## config.mk

```make
export PLATFORM = sky130hd
export DESIGN_NAME = sdram_aux_ctrl
export DESIGN_NICKNAME = d
export VERILOG_FILES = /design/src/sdram_aux_pkg.sv /design/src/sdram_aux_mask.sv /design/src/sdram_aux_ctrl.sv
export VERILOG_INCLUDE_DIRS = /design/src
export SDC_FILE = /design/constraint.sdc
export NUM_CORES = 1
export LEC_CHECK = 0
export ABC_CLOCK_PERIOD_IN_PS = 6300
export BUFFER_PORTS_ARGS = -buffer_cell sky130_fd_sc_hd__buf_4
export CORE_UTILIZATION = 50
export DETAILED_ROUTE_END_ITERATION = 12
export HOLD_SLACK_MARGIN = 0.03
export PLACE_DENSITY = 0.74
export SETUP_SLACK_MARGIN = 0.2
export SLEW_MARGIN = 40
export SYNTH_ARGS = -nofsm -noshare
export SYNTH_HDL_FRONTEND = slang
export SYNTH_SLANG_ARGS = --single-unit
```

## constraint.sdc

```tcl
create_clock -name MCLK_I -period 6.3 [get_ports MCLK_I]
set_input_delay 0.63 -clock MCLK_I [delete_from_list [all_inputs] [get_ports MCLK_I]]
set_output_delay 0.63 -clock MCLK_I [all_outputs]
set_load 0.03 [all_outputs]
```

## src/sdram_aux_defs.svh

```systemverilog
// Constants for the auxiliary SDRAM command controller.
// Assumes a 40 MHz controller clock; times are in nanoseconds, refresh periods in microseconds.
`ifndef SDRAM_AUX_DEFS_SVH
`define SDRAM_AUX_DEFS_SVH
`define CLK_PERIOD_NS 25
`define TRC_NS 66
`define TRP_NS 20
`define POWERDOWN_EXIT_TIME_NS 25
`define TRC_CYC ((`TRC_NS + `CLK_PERIOD_NS - 1) / `CLK_PERIOD_NS)
`define TRP_CYC ((`TRP_NS + `CLK_PERIOD_NS - 1) / `CLK_PERIOD_NS)
`define POWERDOWN_EXIT_TIME_CYC ((`POWERDOWN_EXIT_TIME_NS + `CLK_PERIOD_NS - 1) / `CLK_PERIOD_NS)
`define REFRESH_COUNT 4096
`define REFRESH_PERIOD_US 64000
`define REFRESH_PERIOD_IND_US 32000
`define MODE_CL_LSB 4
`define MODE_BL_LSB 0
`define CL_CODE_2 3'h2
`define CL_CODE_3 3'h3
`define BL_CODE_1 3'h0
`define BL_CODE_2 3'h1
`define BL_CODE_4 3'h2
`define BL_CODE_8 3'h3
`define BL_CODE_FULL 3'h7
`define BURST_REFRESH_ADDR 4'h0
`endif

```

## src/sdram_aux_pkg.sv

```systemverilog
// Types shared by the auxiliary SDRAM command controller.
// Assumes sdram_aux_defs.svh supplies the numeric constants.
package sdram_aux_pkg;
    typedef enum logic [2:0] {
        CMD_NONE = 3'h0,
        CMD_BURST_STOP = 3'h1,
        CMD_AUTO_REFRESH = 3'h2,
        CMD_SELF_REFRESH = 3'h3,
        CMD_POWER_DOWN = 3'h4,
        CMD_WAKE = 3'h5
    } req_cmd_t;

    typedef struct packed {
        logic cs_n;
        logic ras_n;
        logic cas_n;
        logic we_n;
        logic cke;
    } pins_t;

    typedef enum logic [6:0] {
        ST_IDLE = 7'h01,
        ST_REF_WAIT = 7'h02,
        ST_SELF = 7'h04,
        ST_SELF_EXIT = 7'h08,
        ST_PDOWN = 7'h10,
        ST_PD_EXIT = 7'h20,
        ST_BURST = 7'h40
    } state_t;
endpackage

```

## src/sdram_aux_mask.sv

```systemverilog
// Byte mask register: holds one mask bit per byte lane.
// Assumes the controller supplies a write strobe and a clock enable.
`timescale 1ns/10ps
module sdram_aux_mask (
    input wire logic clk_i,
    input wire logic rst_i,
    input wire logic ce_i,
    input wire logic wr_i,
    input wire logic [3:0] mask_i,
    output logic [3:0] mask_o
);
    logic [3:0] mask_q;
    logic [3:0] mask_d;

    always_comb begin
        mask_d = mask_q;
        if (wr_i) begin
            mask_d = mask_i;
        end
    end

    always_ff @(posedge clk_i) begin
        if (rst_i) begin
            mask_q <= 4'hf;
        end else if (ce_i) begin
            mask_q <= mask_d;
        end
    end

    assign mask_o = mask_q;
endmodule

```

## src/sdram_aux_ctrl.sv

```systemverilog
// Controller driving the auxiliary command set of a four-bank SDRAM.
// Assumes the SDRAM shares MCLK_I and that read/write sequencing is elsewhere.
// Summary of operation
// - Chip select low with row, column strobe and write enable high is NOP.
// - Issue 4096 auto refreshes every 64 ms, 32 ms industrial; the controller refreshes only on request.
// - After auto refresh issue only NOPs for the row cycle time.
// - Auto refresh only with banks idle and clock enable high before.
// - Meet precharge time between consecutive auto refreshes.
// - Self refresh is refresh code with clock enable low, held low.
// - Exit self refresh by running the clock, then raising clock enable.
// - After self refresh exit only NOP or deselect for row cycle time.
// - Burst refresh users should refresh all rows around self refresh; the controller leaves this to the requester.
// - Do not stay suspended or powered down beyond 64 ms; the controller stays there until a wake request.
// - Raising clock enable resumes; wait exit time plus one cycle.
`timescale 1ns/10ps
`include "sdram_aux_defs.svh"
module sdram_aux_ctrl (
    input wire logic MCLK_I,
    input wire logic RST_I,
    input wire logic CE_I,
    input wire logic REQ_VALID_I,
    input wire sdram_aux_pkg::req_cmd_t REQ_CMD_I,
    input wire logic BANKS_IDLE_I,
    input wire logic BURST_ACTIVE_I,
    input wire logic BURST_AUTO_PRE_I,
    input wire logic MASK_WR_I,
    input wire logic [3:0] MASK_I,
    input wire logic [2:0] MODE_CL_I,
    input wire logic [2:0] MODE_BL_I,
    output logic REQ_READY_O,
    output sdram_aux_pkg::pins_t PINS_O,
    output logic [3:0] DQM_O,
    output logic [3:0] READ_TAIL_O,
    output logic [8:0] BURST_WORDS_O,
    output logic MODE_BAD_O,
    output logic BUSY_O
);
    localparam int TRC_C = `TRC_CYC;
    localparam int TRP_C = `TRP_CYC;
    localparam int POWERDOWN_EXIT_TIME_C = `POWERDOWN_EXIT_TIME_CYC;

    sdram_aux_pkg::state_t state_q;
    sdram_aux_pkg::state_t state_d;
    sdram_aux_pkg::pins_t pins_q;
    sdram_aux_pkg::pins_t pins_d;
    logic [3:0] wait_q;
    logic [3:0] wait_d;
    logic [3:0] tail_q;
    logic [3:0] tail_d;
    logic [8:0] words_q;
    logic [8:0] words_d;
    logic bad_q;
    logic bad_d;
    logic take;

    function automatic logic [3:0] cl_cycles(input logic [2:0] code);
        if (code == `CL_CODE_3) begin
            cl_cycles = 4'h3;
        end else if (code == `CL_CODE_2) begin
            cl_cycles = 4'h2;
        end else begin
            cl_cycles = 4'h0;
        end
    endfunction

    function automatic logic [8:0] bl_words(input logic [2:0] code);
        unique case (code)
            `BL_CODE_1: bl_words = 9'h001;
            `BL_CODE_2: bl_words = 9'h002;
            `BL_CODE_4: bl_words = 9'h004;
            `BL_CODE_8: bl_words = 9'h008;
            `BL_CODE_FULL: bl_words = 9'h000;
            default: bl_words = 9'h000;
        endcase
    endfunction

    function automatic sdram_aux_pkg::pins_t nop_pins(input logic cke);
        nop_pins = '{cs_n: 1'b0, ras_n: 1'b1, cas_n: 1'b1, we_n: 1'b1, cke: cke};
    endfunction

    assign take = REQ_VALID_I && REQ_READY_O;

    always_comb begin
        REQ_READY_O = 1'b0;
        unique case (state_q)
            sdram_aux_pkg::ST_IDLE: REQ_READY_O = 1'b1;
            sdram_aux_pkg::ST_SELF: REQ_READY_O = (REQ_CMD_I == sdram_aux_pkg::CMD_WAKE);
            sdram_aux_pkg::ST_PDOWN: REQ_READY_O = (REQ_CMD_I == sdram_aux_pkg::CMD_WAKE);
            sdram_aux_pkg::ST_BURST: REQ_READY_O = (REQ_CMD_I == sdram_aux_pkg::CMD_WAKE);
            default: REQ_READY_O = 1'b0;
        endcase
    end

    always_comb begin
        state_d = state_q;
        wait_d = (wait_q != 4'h0) ? wait_q - 4'h1 : 4'h0;
        tail_d = (tail_q != 4'h0) ? tail_q - 4'h1 : 4'h0;
        words_d = bl_words(MODE_BL_I);
        bad_d = (cl_cycles(MODE_CL_I) == 4'h0);
        pins_d = nop_pins(pins_q.cke);
        unique case (state_q)
            sdram_aux_pkg::ST_IDLE: begin
                if (take) begin
                    unique case (REQ_CMD_I)
                        sdram_aux_pkg::CMD_BURST_STOP: begin
                            if (BURST_ACTIVE_I && !BURST_AUTO_PRE_I) begin
                                pins_d.we_n = 1'b0;
                                tail_d = cl_cycles(MODE_CL_I);
                            end
                        end
                        sdram_aux_pkg::CMD_AUTO_REFRESH: begin
                            if (BANKS_IDLE_I && pins_q.cke) begin
                                pins_d.ras_n = 1'b0;
                                pins_d.cas_n = 1'b0;
                                wait_d = 4'(TRC_C + TRP_C);
                                state_d = sdram_aux_pkg::ST_REF_WAIT;
                            end
                        end
                        sdram_aux_pkg::CMD_SELF_REFRESH: begin
                            if (BANKS_IDLE_I && pins_q.cke) begin
                                pins_d.ras_n = 1'b0;
                                pins_d.cas_n = 1'b0;
                                pins_d.cke = 1'b0;
                                state_d = sdram_aux_pkg::ST_SELF;
                            end
                        end
                        sdram_aux_pkg::CMD_POWER_DOWN: begin
                            pins_d = '{cs_n: 1'b1, ras_n: 1'b1, cas_n: 1'b1, we_n: 1'b1,
                                       cke: 1'b0};
                            state_d = BURST_ACTIVE_I ? sdram_aux_pkg::ST_BURST
                                                     : sdram_aux_pkg::ST_PDOWN;
                        end
                        default: begin
                        end
                    endcase
                end
            end
            sdram_aux_pkg::ST_REF_WAIT: begin
                if (wait_q == 4'h1) begin
                    state_d = sdram_aux_pkg::ST_IDLE;
                end
            end
            sdram_aux_pkg::ST_SELF: begin
                pins_d.cke = 1'b0;
                if (take) begin
                    pins_d = '{cs_n: 1'b1, ras_n: 1'b1, cas_n: 1'b1, we_n: 1'b1,
                               cke: 1'b1};
                    wait_d = 4'(TRC_C);
                    state_d = sdram_aux_pkg::ST_SELF_EXIT;
                end
            end
            sdram_aux_pkg::ST_PDOWN,
            sdram_aux_pkg::ST_BURST: begin
                pins_d.cke = 1'b0;
                if (take) begin
                    pins_d.cke = 1'b1;
                    wait_d = 4'(POWERDOWN_EXIT_TIME_C + 1);
                    state_d = sdram_aux_pkg::ST_PD_EXIT;
                end
            end
            sdram_aux_pkg::ST_SELF_EXIT,
            sdram_aux_pkg::ST_PD_EXIT: begin
                if (wait_q == 4'h1) begin
                    state_d = sdram_aux_pkg::ST_IDLE;
                end
            end
            default: state_d = sdram_aux_pkg::ST_IDLE;
        endcase
    end

    // Clock enable low freezes every register, including the wait counters.
    always_ff @(posedge MCLK_I) begin
        if (RST_I) begin
            state_q <= sdram_aux_pkg::ST_IDLE;
            pins_q <= '{cs_n: 1'b1, ras_n: 1'b1, cas_n: 1'b1, we_n: 1'b1, cke: 1'b1};
            wait_q <= 4'h0;
            tail_q <= 4'h0;
            words_q <= 9'h000;
            bad_q <= 1'b0;
        end else if (CE_I) begin
            state_q <= state_d;
            pins_q <= pins_d;
            wait_q <= wait_d;
            tail_q <= tail_d;
            words_q <= words_d;
            bad_q <= bad_d;
        end
    end

    // Masks feed both write blocking and read output disable.
    sdram_aux_mask u_mask (
        .clk_i(MCLK_I),
        .rst_i(RST_I),
        .ce_i(CE_I),
        .wr_i(MASK_WR_I),
        .mask_i(MASK_I),
        .mask_o(DQM_O)
    );

    assign PINS_O = pins_q;
    assign READ_TAIL_O = tail_q;
    assign BURST_WORDS_O = words_q;
    assign MODE_BAD_O = bad_q;
    assign BUSY_O = (state_q != sdram_aux_pkg::ST_IDLE);
endmodule

```

==> metrics <==
top-count cell post-synth=dfxtp_1; Post-CTS Setup Inserts=0; CTS tree=built; via count=1605; Req. time, crit path=5.67 ns; Max-cap violations=0; total wire length=4.040 mm; Post-synth top cells=dfxtp_1, nand2_1, nor2_1; startpoint types=flip-flop; R2R Path End=PINS_O[0]; worst setup path class=flip-flop to output pin; yosys warns=0; CP Max Fanout=12; first-pass GRT wire length=6.555 mm; post_cts resized=0; clk buf depth=2; HP Class=flip-flop to flip-flop; Port-buffer cells=40; Slowest-stage cell, CP=or4b_4; GRT Util Overall=24.57%; share of the synthesized area in the top cell type=34.78%; cts hold-fix bufs=0; # H-tree levels=1; status=finished clean; IO Count=46; ys async rst share=0%; worst slew pin tran=0.5441 ns; Total Die Area=3454 um^2; Final Hold Vio Count=0; cell area after synthesis=1612 um^2; Slew Viols, Final=0; placed cell area=1878 um^2; VDD IR max=0.09808 mV; iteration count of the initial detailed-routing pass=4; Rows=20; Root Buffer=clkbuf_4; Core Box Area=3053 um^2; beginning of the critical path=state_q[2]; GP Congestion=0.9166; cts bufs inserted=3; vias per std cell=5.794; nets@finish=255; post-synthesis sequential area ratio=34.78%; diode count=0; Final Skew=0.007512 ns; Pleak=0.0007938 uW; Power, Total=363.0 uW; top post-synthesis cells by area=dfxtp_1, nand2_1, nand3_1, nor2_1, a21oi_1; Tcrit/Tclk final=41.88%; Reg2Reg Depth=5; Slew headroom=63.39%; setup TNS=0 ns; RSZ-0062 raised after global routing=no; Final Critical Period=2.639 ns; clock-pin slew of the registers on the worst-case setup and hold paths=0.16 ns; Netlist cell types=54; reg2reg setup slack=4.19 ns; post-DP HPWL=2.965 mm; crit path cell chain=or4b_4, o211ai_2, nand2_1, a21oi_1, buf_4; final instance area=1914 um^2; last element of the critical path=REQ_READY_O; Initial Util=52.79%; Final setup viols=0; initial antenna violation count=0; top cell type by total area after synthesis=dfxtp_1; Max stage delay on crit path=0.62 ns; CP Data Arrival Time=2.01 ns; antenna viol nets, final=0; Mapped Cells=202; number of synthesized register bits=28; Pwr Density=189.6 nW/um^2; share of layout cells above drive strength 1=22.75%; CP endpoint kind=output pin; Clock Sinks=28; routed len/inst=14.58 um; Layout area overhead=18.79%; die width=58.77 um; residual DRC count=0; Peak Freq=0.3790 GHz; ys flop type=dfxtp_1; reg2reg start=state_q[2]; Post-synth EDFFs=0; Initial DRC Count=50; number of global-route vias before repair=1457; total global routing overflow=0; pin count of the biggest net entering global routing=23; Die Ht=58.77 um; Clk Latency, worst-skew pair=0.34 ns; average cell area after synthesis=7.978 um^2
-- registers in the layout, summed over array words and instances, names as in the netlist --
signal         flops
u_mask.mask_o      4
MODE_BAD_O         1
PINS_O             4
READ_TAIL_O        4
state_q            7
wait_q             4
BURST_WORDS_O      4
-- worst min-delay path by stage --
stage | start | end | cells after the start
after global routing | u_mask.mask_o[1] | u_mask.mask_o[1] | 2
after floorplan | wait_q[3] | wait_q[3] | 1
after detailed placement | PINS_O[4] | PINS_O[4] | 2
after global placement | BURST_WORDS_O[3] | BURST_WORDS_O[3] | 2
after CTS | BURST_WORDS_O[3] | BURST_WORDS_O[3] | 2
final | BURST_WORDS_O[3] | BURST_WORDS_O[3] | 2
-- worst max-delay path, delay by kind of cell (launching register included) --
kind / cells / cell delay, ns
flops: 1 / 0.46
buf+inv: 1 / 0.18
simple gates: 2 / 0.73
compound gates: 2 / 0.30
-- per-stage QoR --
step | std cells | hold slack, ns | worst slack, ns | utilization, %
2_1_floorplan | 206 | 0.4541 | 3.920 | -
3_3_place_gp | 273 | 0.4510 | 4.003 | 61.52
3_5_place_dp | 273 | 0.4557 | 3.940 | 61.52
4_1_cts | 277 | 0.4852 | 3.678 | 62.70
5_1_grt | 277 | 0.5014 | 3.540 | 62.70
6_report | 277 | 0.4838 | 3.661 | 62.70
-- routing by layer --
layer / vias up / share of wire, % / wire length [um] / GRT usage [%]
met5: - / 0 / 0 / 0
met4: 0 / 2.2 / 89 / 9.864
met3: 10 / 5.5 / 224 / 3.956
met2: 55 / 45 / 1835 / 39.61
met1: 744 / 47 / 1890 / 32.70
li1: 796 / - / - / -
-- cells in the final DEF (no fill, tap or decap), types with 4 or more instances in the layout --
master,synthesis,layout
nor2_1,19,19
o21ai_0,8,8
nand2_1,21,21
mux2i_1,4,4
dfxtp_1,28,28
nor3_1,8,8
nor3b_1,4,4
nand3_1,15,15
buf_4,6,40
nor4_1,5,5
conb_1,1,5
a21oi_1,13,13
inv_1,5,5
-- layout make-up --
| cell class | instances | area, um^2 |
|---|---|---|
| Clock buffer | 4 | 36.28 |
| Fill cell | 283 | 1139 |
| Inverter | 6 | 22.52 |
| Multi-Input combinational cell | 155 | 939.7 |
| Sequential cell | 28 | 560.5 |
| Tap cell | 44 | 55.05 |
| Timing Repair Buffer | 40 | 300.3 |
-- logic make-up (layout without fill, tap and decap cells) --
logic type	count (synthesis)	after routing	share of synthesized area [%]
DFF	28	28	34.78
and+or+nand+nor	99	99	34.32
xor gates and xnor gates	3	3	1.631
AOI/OAI and AO/OA	43	43	18.01
other	1	5	0.2327
muxes	5	5	3.183
buffers and inverters	23	50	7.841
-- where the power goes --
| group | switching (uW) | internal [uW] |
|---|---|---|
| sequential | 4.73 | 182 |
| clock | 56.4 | 35.5 |
| combinational | 51.9 | 32.0 |
| total | 113 | 250 |
Note: power is estimated with default switching activity, not from simulation.
